### src/include/mii_port_defines.vh
// constants for the mii port; its input synchroniser uses none of them
`ifndef MII_PORT_DEFINES_VH
`define MII_PORT_DEFINES_VH

// clock rates in kHz, used to derive the management clock divider
`define MII_MCLK_FREQ_KHZ 20000
`define MII_MDC_MAX_FREQ_KHZ 2500

// synchroniser depth for inputs from outside the MCLK domain
`define MII_SYNC_STAGES 2

// nibble width on the receive and transmit paths
`define MII_NIBBLE_WIDTH 4

// boot rom address bit positions carried by the shared pins
`define MII_ROM_RXD_LSB 6
`define MII_ROM_RXER_BIT 10
`define MII_ROM_RXDV_BIT 11
`define MII_ROM_TXD_LSB 12
`define MII_ROM_ADDR_MSB 15

// receive output enable levels: high lets the pmd drive its receive pins
`define MII_PMD_RX_ENABLED 1'b1
`define MII_PMD_RX_DISABLED 1'b0

// reset values of the pin drivers
`define MII_RESET_NIBBLE 4'h0
`define MII_RESET_BIT 1'b0

`endif

### src/logic/mii_port.v
// mii port to an external pmd, with pins shared with the boot rom address
`timescale 1ns/1ns
`include "mii_port_defines.vh"
module mii_port (
  input wire MCLK,
  input wire RESET_N,
  input wire EXTERNAL_PHY_SELECT,
  input wire ROM_ACCESS,
  input wire [`MII_ROM_ADDR_MSB:`MII_ROM_RXD_LSB] BOOT_ROM_ADDRESS,
  input wire [`MII_NIBBLE_WIDTH-1:0] TX_DATA,
  input wire TX_VALID,
  output wire TX_READY,
  output reg [`MII_NIBBLE_WIDTH-1:0] RX_DATA,
  output reg RX_DATA_VALID,
  output reg RX_ERROR,
  output reg RX_STROBE,
  output reg CARRIER_SENSE,
  output reg COLLISION,
  input wire MGMT_REQ,
  input wire MGMT_DRIVE,
  input wire MGMT_BIT,
  output wire MGMT_READY,
  output reg MGMT_DONE,
  output reg MGMT_SAMPLE,
  input wire COL,
  input wire CRS,
  input wire TXCLK,
  input wire RXCLK,
  input wire [`MII_NIBBLE_WIDTH-1:0] RXD_IN,
  output reg [`MII_NIBBLE_WIDTH-1:0] RXD_OUT,
  output reg RXD_OE,
  input wire RXDV_IN,
  output reg RXDV_OUT,
  output reg RXDV_OE,
  input wire RXER_IN,
  output reg RXER_OUT,
  output reg RXER_OE,
  output reg PMD_RECEIVE_OUTPUT_ENABLE,
  output reg PMD_RECEIVE_OUTPUT_ENABLE_OE,
  output reg [`MII_NIBBLE_WIDTH-1:0] TXD,
  output reg TXD_OE,
  output reg TXEN,
  output reg TXEN_OE,
  output reg MDC,
  output reg MDC_OE,
  input wire MDIO_IN,
  output reg MDIO_OUT,
  output reg MDIO_OE
);
  // half period of mdc in mclk cycles, rounded up so mdc never runs fast
  localparam integer MDC_HALF =
    (`MII_MCLK_FREQ_KHZ + 2 * `MII_MDC_MAX_FREQ_KHZ - 1) / (2 * `MII_MDC_MAX_FREQ_KHZ);
  localparam integer SAMPLE_AT_FULL = MDC_HALF - 1; // full width, cut to the counter below
  localparam integer LAST_FULL = 2 * MDC_HALF - 1; // full width, cut to the counter below
  localparam [7:0] MDC_SAMPLE_AT = SAMPLE_AT_FULL[7:0]; // last count before the rising edge
  localparam [7:0] MDC_LAST = LAST_FULL[7:0]; // last count before the falling edge
  localparam SYNC_WIDTH = 11; // col, crs, txclk, rxclk, rxd x4, rxdv, rxer, mdio

  // synchronised copies of every asynchronous pin
  wire [SYNC_WIDTH-1:0] sync_bus;
  wire col_s; // synchronised collision
  wire crs_s; // synchronised carrier sense
  wire txclk_s; // sampled transmit clock level
  wire rxclk_s; // sampled receive clock level
  wire [`MII_NIBBLE_WIDTH-1:0] rxd_s; // sampled receive nibble
  wire rxdv_s; // sampled receive valid
  wire rxer_s; // sampled receive error
  wire mdio_s; // sampled management data

  // clock levels one cycle older, for edge finding
  reg txclk_d;
  reg rxclk_d;
  wire tx_fall; // transmit clock fell: time to change txd and txen
  wire rx_rise; // receive clock rose: receive pins are settled
  reg [1:0] warm; // edges since reset; the delayed levels need three for true history
  wire links_ready; // edge finding trusted only once warm is full, so no false edge

  // management clock phase and bit bookkeeping
  reg [7:0] mdc_count;
  reg bit_active; // a requested bit occupies the current mdc period
  wire mdc_wrap;

  // rom access gated by the external phy select
  wire rom_on;

  // carrier, collision and every link pin pass the two-stage bank
  mii_input_sync #(
    .WIDTH(SYNC_WIDTH)
  ) u_sync (
    .MCLK(MCLK),
    .RESET_N(RESET_N),
    .ASYNC_IN({COL, CRS, TXCLK, RXCLK, RXD_IN, RXDV_IN, RXER_IN, MDIO_IN}),
    .SYNC_OUT(sync_bus)
  );

  assign col_s = sync_bus[10];
  assign crs_s = sync_bus[9];
  assign txclk_s = sync_bus[8];
  assign rxclk_s = sync_bus[7];
  assign rxd_s = sync_bus[6:3];
  assign rxdv_s = sync_bus[2];
  assign rxer_s = sync_bus[1];
  assign mdio_s = sync_bus[0];

  // edges found from synchronised levels only; sampling a 25 mhz link
  // clock with a 20 mhz mclk cannot work, so only 10 mb/s is carried
  assign links_ready = (warm == 2'h3);
  assign tx_fall = txclk_d & ~txclk_s & links_ready;
  assign rx_rise = rxclk_s & ~rxclk_d & links_ready;
  assign rom_on = ROM_ACCESS & EXTERNAL_PHY_SELECT;
  assign mdc_wrap = (mdc_count == MDC_LAST);

  // transmit accepts a nibble only at a transmit clock fall, outside rom use
  assign TX_READY = tx_fall & EXTERNAL_PHY_SELECT & ~ROM_ACCESS;
  // a management bit is taken just before mdc falls
  assign MGMT_READY = mdc_wrap & EXTERNAL_PHY_SELECT;

  // delayed clock levels
  always @(posedge MCLK or negedge RESET_N) begin
    if (!RESET_N) begin
      txclk_d <= 1'b0;
      rxclk_d <= 1'b0;
      warm <= 2'h0;
    end else begin
      txclk_d <= txclk_s;
      rxclk_d <= rxclk_s;
      // count up to three after reset, then hold
      if (!links_ready) begin
        warm <= warm + 2'h1;
      end
    end
  end

  // output enables: nothing driven unless the external phy is selected
  always @(posedge MCLK or negedge RESET_N) begin
    if (!RESET_N) begin
      TXD_OE <= 1'b0;
      TXEN_OE <= 1'b0;
      MDC_OE <= 1'b0;
      PMD_RECEIVE_OUTPUT_ENABLE_OE <= 1'b0;
      RXD_OE <= 1'b0;
      RXDV_OE <= 1'b0;
      RXER_OE <= 1'b0;
    end else begin
      TXD_OE <= EXTERNAL_PHY_SELECT;
      TXEN_OE <= EXTERNAL_PHY_SELECT;
      MDC_OE <= EXTERNAL_PHY_SELECT;
      PMD_RECEIVE_OUTPUT_ENABLE_OE <= EXTERNAL_PHY_SELECT;
      // receive pins turn to outputs only while the rom is addressed
      RXD_OE <= rom_on;
      RXDV_OE <= rom_on;
      RXER_OE <= rom_on;
    end
  end

  // pmd silenced for each rom access; the rx pins turn round in the same
  // edge, so a board needs the pmd release faster than one mclk cycle
  always @(posedge MCLK or negedge RESET_N) begin
    if (!RESET_N) begin
      PMD_RECEIVE_OUTPUT_ENABLE <= `MII_PMD_RX_DISABLED;
    end else if (ROM_ACCESS) begin
      PMD_RECEIVE_OUTPUT_ENABLE <= `MII_PMD_RX_DISABLED;
    end else begin
      PMD_RECEIVE_OUTPUT_ENABLE <= `MII_PMD_RX_ENABLED;
    end
  end

  // rom address bits on the receive pins
  always @(posedge MCLK or negedge RESET_N) begin
    if (!RESET_N) begin
      RXD_OUT <= `MII_RESET_NIBBLE;
      RXER_OUT <= `MII_RESET_BIT;
      RXDV_OUT <= `MII_RESET_BIT;
    end else begin
      RXD_OUT <= BOOT_ROM_ADDRESS[`MII_ROM_RXER_BIT-1:`MII_ROM_RXD_LSB];
      RXER_OUT <= BOOT_ROM_ADDRESS[`MII_ROM_RXER_BIT];
      RXDV_OUT <= BOOT_ROM_ADDRESS[`MII_ROM_RXDV_BIT];
    end
  end

  // transmit path: txd/txen change on the pmd clock fall or during rom access, held otherwise
  always @(posedge MCLK or negedge RESET_N) begin
    if (!RESET_N) begin
      TXD <= `MII_RESET_NIBBLE;
      TXEN <= 1'b0;
    end else if (ROM_ACCESS) begin
      // address on txd; framing dropped so the pmd never sends it
      TXD <= BOOT_ROM_ADDRESS[`MII_ROM_ADDR_MSB:`MII_ROM_TXD_LSB];
      TXEN <= 1'b0;
    end else if (tx_fall) begin
      if (TX_VALID && EXTERNAL_PHY_SELECT) begin
        TXD <= TX_DATA;
        TXEN <= 1'b1;
      end else begin
        TXEN <= 1'b0;
      end
    end
  end

  // receive path: nibble, valid and error taken at the receive clock rise
  always @(posedge MCLK or negedge RESET_N) begin
    if (!RESET_N) begin
      RX_DATA <= `MII_RESET_NIBBLE;
      RX_DATA_VALID <= 1'b0;
      RX_ERROR <= 1'b0;
      RX_STROBE <= 1'b0;
    end else begin
      RX_STROBE <= 1'b0;
      // pins carry rom address during access, so nothing is taken then
      if (rx_rise && EXTERNAL_PHY_SELECT && !ROM_ACCESS) begin
        RX_DATA <= rxd_s;
        RX_DATA_VALID <= rxdv_s;
        RX_ERROR <= rxer_s & rxdv_s;
        RX_STROBE <= 1'b1;
      end
    end
  end

  // carrier and collision status from synchronised copies only
  always @(posedge MCLK or negedge RESET_N) begin
    if (!RESET_N) begin
      CARRIER_SENSE <= 1'b0;
      COLLISION <= 1'b0;
    end else begin
      CARRIER_SENSE <= crs_s & EXTERNAL_PHY_SELECT;
      COLLISION <= col_s & EXTERNAL_PHY_SELECT;
    end
  end

  // management clock divider; stopped and low while deselected
  always @(posedge MCLK or negedge RESET_N) begin
    if (!RESET_N) begin
      mdc_count <= 8'h00;
      MDC <= 1'b0;
    end else if (!EXTERNAL_PHY_SELECT) begin
      mdc_count <= 8'h00;
      MDC <= 1'b0;
    end else begin
      if (mdc_wrap) begin
        mdc_count <= 8'h00;
      end else begin
        mdc_count <= mdc_count + 8'h01;
      end
      // high for the second half of each period
      MDC <= (mdc_count >= MDC_SAMPLE_AT) && !mdc_wrap;
    end
  end

  // management data: driven from the mdc fall, sampled before the rise
  always @(posedge MCLK or negedge RESET_N) begin
    if (!RESET_N) begin
      MDIO_OUT <= 1'b0;
      MDIO_OE <= 1'b0;
      bit_active <= 1'b0;
      MGMT_DONE <= 1'b0;
      MGMT_SAMPLE <= 1'b0;
    end else begin
      MGMT_DONE <= 1'b0;
      if (!EXTERNAL_PHY_SELECT) begin
        MDIO_OE <= 1'b0;
        bit_active <= 1'b0;
      end else if (mdc_wrap) begin
        // without a request the line is released for the pmd's turn
        bit_active <= MGMT_REQ;
        MDIO_OUT <= MGMT_REQ & MGMT_BIT;
        MDIO_OE <= MGMT_REQ & MGMT_DRIVE;
      end else if (mdc_count == MDC_SAMPLE_AT && bit_active) begin
        // two sync cycles late: read data must settle early in the period
        MGMT_SAMPLE <= mdio_s;
        MGMT_DONE <= 1'b1;
        bit_active <= 1'b0;
      end
    end
  end

  // link clocks are taken as free running; a stopped one simply stalls its path
endmodule // mii_port

### src/logic/mii_input_sync.v
// two-stage synchroniser bank for asynchronous mii inputs
`timescale 1ns/1ns
module mii_input_sync #(
  parameter WIDTH = 11
) (
  input wire MCLK,
  input wire RESET_N,
  input wire [WIDTH-1:0] ASYNC_IN,
  output wire [WIDTH-1:0] SYNC_OUT
);
  // one flop pair per bit; stage one feeds only stage two
  genvar i;
  generate
    for (i = 0; i < WIDTH; i = i + 1) begin : g_bit
      reg meta; // first stage, may go metastable
      reg stable; // second stage, safe to read
      always @(posedge MCLK or negedge RESET_N) begin
        if (!RESET_N) begin
          meta <= 1'b0;
          stable <= 1'b0;
        end else begin
          meta <= ASYNC_IN[i];
          stable <= meta;
        end
      end
      assign SYNC_OUT[i] = stable;
    end
  endgenerate
endmodule // mii_input_sync

### config.mk
export PLATFORM = sky130hd
export DESIGN_NAME = mii_port
export DESIGN_NICKNAME = d
export VERILOG_FILES = /design/src/logic/mii_port.v /design/src/logic/mii_input_sync.v
export VERILOG_INCLUDE_DIRS = /design/src /design/src/include
export SDC_FILE = /design/constraint.sdc
export NUM_CORES = 1
export LEC_CHECK = 0
export BUFFER_PORTS_ARGS = -buffer_cell sky130_fd_sc_hd__buf_4
export CORE_ASPECT_RATIO = 1.1
export CORE_MARGIN = 2
export CORE_UTILIZATION = 30
export CTS_BUF_LIST = sky130_fd_sc_hd__clkbuf_4
export DETAILED_ROUTE_END_ITERATION = 6
export MAX_ROUTING_LAYER = met4
export SLEW_MARGIN = 20
export SYNTH_ARGS = -nofsm -noshare
export SYNTH_HDL_FRONTEND = slang
export SYNTH_SLANG_ARGS = --single-unit
### constraint.sdc
create_clock -name MCLK -period 1.8 [get_ports MCLK]
set_clock_uncertainty 0.2 [all_clocks]
set_input_delay 0.36 -clock MCLK [delete_from_list [all_inputs] [get_ports MCLK]]
set_output_delay 0.36 -clock MCLK [all_outputs]
set_load 0.005 [all_outputs]
==> flow_summary.ini <==
[grt]
antenna_found_initial = 0
grt_max_degree = 28
grt_pass1_wl_um = 7430
grtUsageTotal_pct = 12.7
grt_pass1_vias = 1591
overflow = 0

[layout]
drive_gt1_share_pct = 51.4
area_growth_pct = 59.1
multiInputGateArea_um2 = 654
layoutNonFillerInstCount = 361
fillCellCount = 648
design_area_um2 = 3500
seq_area_um2 = 1580
antennaDiodeCount = 0
nets = 306

[worst_setup_path]
path_buf_inv = 1
slowest_stage = dfrtp_1
critPathTopFamily = flip-flops
critPathKind = flop to primary output
path_cells = ha_4 -> nand2_2 -> and4bb_2 -> buf_6
max_stage_delay_ns = 0.42
end_kind = primary output
cp-start-kind = flop
crit_fanout = 2
cp.arrival_ns = 1.47
cp.required_ns = 1.24

[logic_synthesis]
netlist_top_cells_area = dfrtp_1, mux2_2, buf_4, mux2i_1, nand3_1
seq_area_frac_synth_pct = 71.6
yosysTopAreaCellShare_pct = 71.6
syn_area_per_cell_um2 = 14.7
synth.net_count = 185
yosys_most_used_dff = dfrtp_1
synth_top_cell_by_area = dfrtp_1
synth_cell_type_count = 31
synth_common_cells = dfrtp_1, mux2_2, nand2_1, nand3_1, nor2_1
yosysMostFrequentCell = dfrtp_1
synth.cell_area_um2 = 2200
yosysWarnings = 0
ys_async_sr_fraction_pct = 100
ys_ff_latch = 63
synth_enable_flop_cells = 0
syn_inst = 150

[clocking]
clkSinkCount = 63
htreeDepth = 3
root_buffer = clkbuf_4
clkLatencyLatePin_ns = 0.41
cts_buffers = 9
clkTransAtPathRegs_ns = 0.12
cts_tree = done
cts_buffer_depth = 2

[routing]
vias_per_cell = 4.29
dr.pass1.iters = 4
drc = 0
wl_per_cell_um = 13.2
drtAntennaViolNets = 0
wl_um = 4780
drt_iter0_markers = 34
routed-via-count = 1547

[floorplanning]
die_area_um2 = 8040
ios = 68
die-width_um = 85.7
rows = 32
coreArea_um2 = 7050
start_util_pct = 31.3
die_h_um = 93.9

[placement]
dp_cells = 309
gp_congestion = 0.832
dpl-instance-area_um2 = 2900
io_buffers = 67
dp_hpwl_um = 3010

[timing]
clock.fmax_mhz = 492
setup_viol = 8
layout_worst_path_cycle_share_pct = 113
tightest_slew_ns = 0.358
finalMaxSlewViolations = 0
finalSetupTns_ns = -1.01
final-hold-violation-count = 0
setup_ws_ns = -0.234
maxSlewHeadroom_pct = 76.1
period_minus_slack_ns = 2.03
rsz0062_at_grt = yes

[power_and_ir_drop]
p_int_w = 0.00230
vdd_ir_drop_max_mv = 0.509
powerDensity_nw_per_um2 = 862
p_sw_w = 0.000718
swShare_pct = 23.8
power_frac_comb_pct = 11.9
pwr-share-seq_pct = 51.4
clkPwrFrac_pct = 36.7
leakage_nw = 1.67

[outcome]
outcome = finished with violations
violations = setup timing

[worst_hold_path]
hold_class = primary input to flop

[flow_run]
maxCapViolations = 0
[worst reg2reg max path, delay by kind of cell, from the launching register on]
kind / cells / cell delay [ns]
buf+inv: 1 / 0.12
simple gates: 2 / 0.83
flops: 1 / 0.42
mux: 1 / 0.32
[cells in the final DEF (no fill, tap or decap), drive strengths merged]
| cell | count |
|---|---|
| a31oi | 1 |
| o41ai | 1 |
| clkinvlp | 1 |
| o311ai | 1 |
| dfrtp | 63 |
| mux2 | 15 |
| and3 | 1 |
| ha | 2 |
| or4 | 1 |
| dlygate4sd3 | 22 |
| inv | 5 |
| nor3 | 1 |
| buf | 97 |
| and3b | 1 |
| clkbuf | 9 |
| bufinv | 2 |
| xor2 | 3 |
| xnor2 | 1 |
| nand2 | 7 |
| nor4 | 1 |
| a21oi | 4 |
| nand3 | 6 |
| nand4 | 1 |
| o31a | 1 |
| nand2b | 2 |
| nand3b | 1 |
| clkinv | 4 |
| o21ai | 3 |
| mux2i | 3 |
| nor2 | 6 |
| and4bb | 1 |
| and2 | 4 |
| o31ai | 1 |
| or3 | 4 |
[path summary, 6_finish.rpt]
check	start	end	slack [ns]	depth (start not counted)
setup / recovery	mdc_count[0]	MGMT_READY	-0.23	4
hold / removal	MGMT_REQ	bit_active	0.04	3
setup reg to reg	mdc_count[5]	MGMT_SAMPLE	-0.21	4
hold reg to reg	u_sync.g_bit[8].meta	u_sync.g_bit[8].stable	0.15	0
max in group asynchronous	RESET_N	rxclk_d	0.69	3
min in group asynchronous	RESET_N	MDIO_OUT	0.19	2
[state kept, by name, summed over array words and instances (netlist names), 2 cells and up]
| signal | flops |
|---|---|
| RX_DATA | 4 |
| u_sync.g_bit.stable | 11 |
| u_sync.g_bit.meta | 11 |
| warm | 2 |
| TXD | 4 |
| mdc_count | 8 |
| RXD_OUT | 4 |
[metal layers]
layer  global-route usage, %  share of wire (%)  wire (µm)  vias up
met4                    6.35                1.7         82        0
met1                    15.0                 41       1940      753
li1                        -                  -          -      751
met5                       -                  0          0        -
met2                    19.4                 53       2540       36
met3                    4.31                4.6        218        7
[logic make-up (layout without fill, tap and decap cells)]
kind of cell	after synthesis	count (layout)	synth area share [%]
mux	18	18	9.03
fa+ha+maj	2	2	1.14
xor+xnor	4	4	1.59
simple gates	37	37	10.0
compound gates	12	12	3.41
buf+inv	14	140	3.24
flops	63	63	71.6
[what timing repair did]
item                                   4_1_cts  5_1_grt
gates cloned                                 0        0
hold buffers                                22        0
resized for setup                            6       18
buffers inserted                             7        9
setup endpoints to repair                    6       18
endpoints found under the hold margin       71        0
pin swaps                                    5        6
[through the flow]
stage	worst slack (ns)	power [W]	hold WS (ns)	utilization, %
after floorplan	0.0122	0.00167	-0.136	-
after global placement	0.0239	0.00188	0.0954	41.1
after detailed placement	-0.0122	0.00189	0.0992	41.1
after CTS	-0.244	0.00304	0.00529	47.7
after global routing	-0.302	0.00317	0.0157	49.7
final	-0.234	0.00302	0.0416	49.7
[power groups by stage]
stage	registers, W	clock network (W)	logic, W
2_1_floorplan	0.00158	0	0.0000910
3_3_place_gp	0.00158	0	0.000302
3_5_place_dp	0.00158	0	0.000308
4_1_cts	0.00155	0.00113	0.000353
5_1_grt	0.00156	0.00121	0.000394
6_report	0.00155	0.00111	0.000360
[layout make-up]
class,instances,area share (%)
Clock buffer,9,1.93
Clock inverter,7,2.78
Inverter,5,0.536
Multi-Input combinational cell,73,18.7
Sequential cell,63,45.0
Tap cell,85,3.03
Timing Repair Buffer,119,28.1
Note: power is estimated with default switching activity, not from simulation.
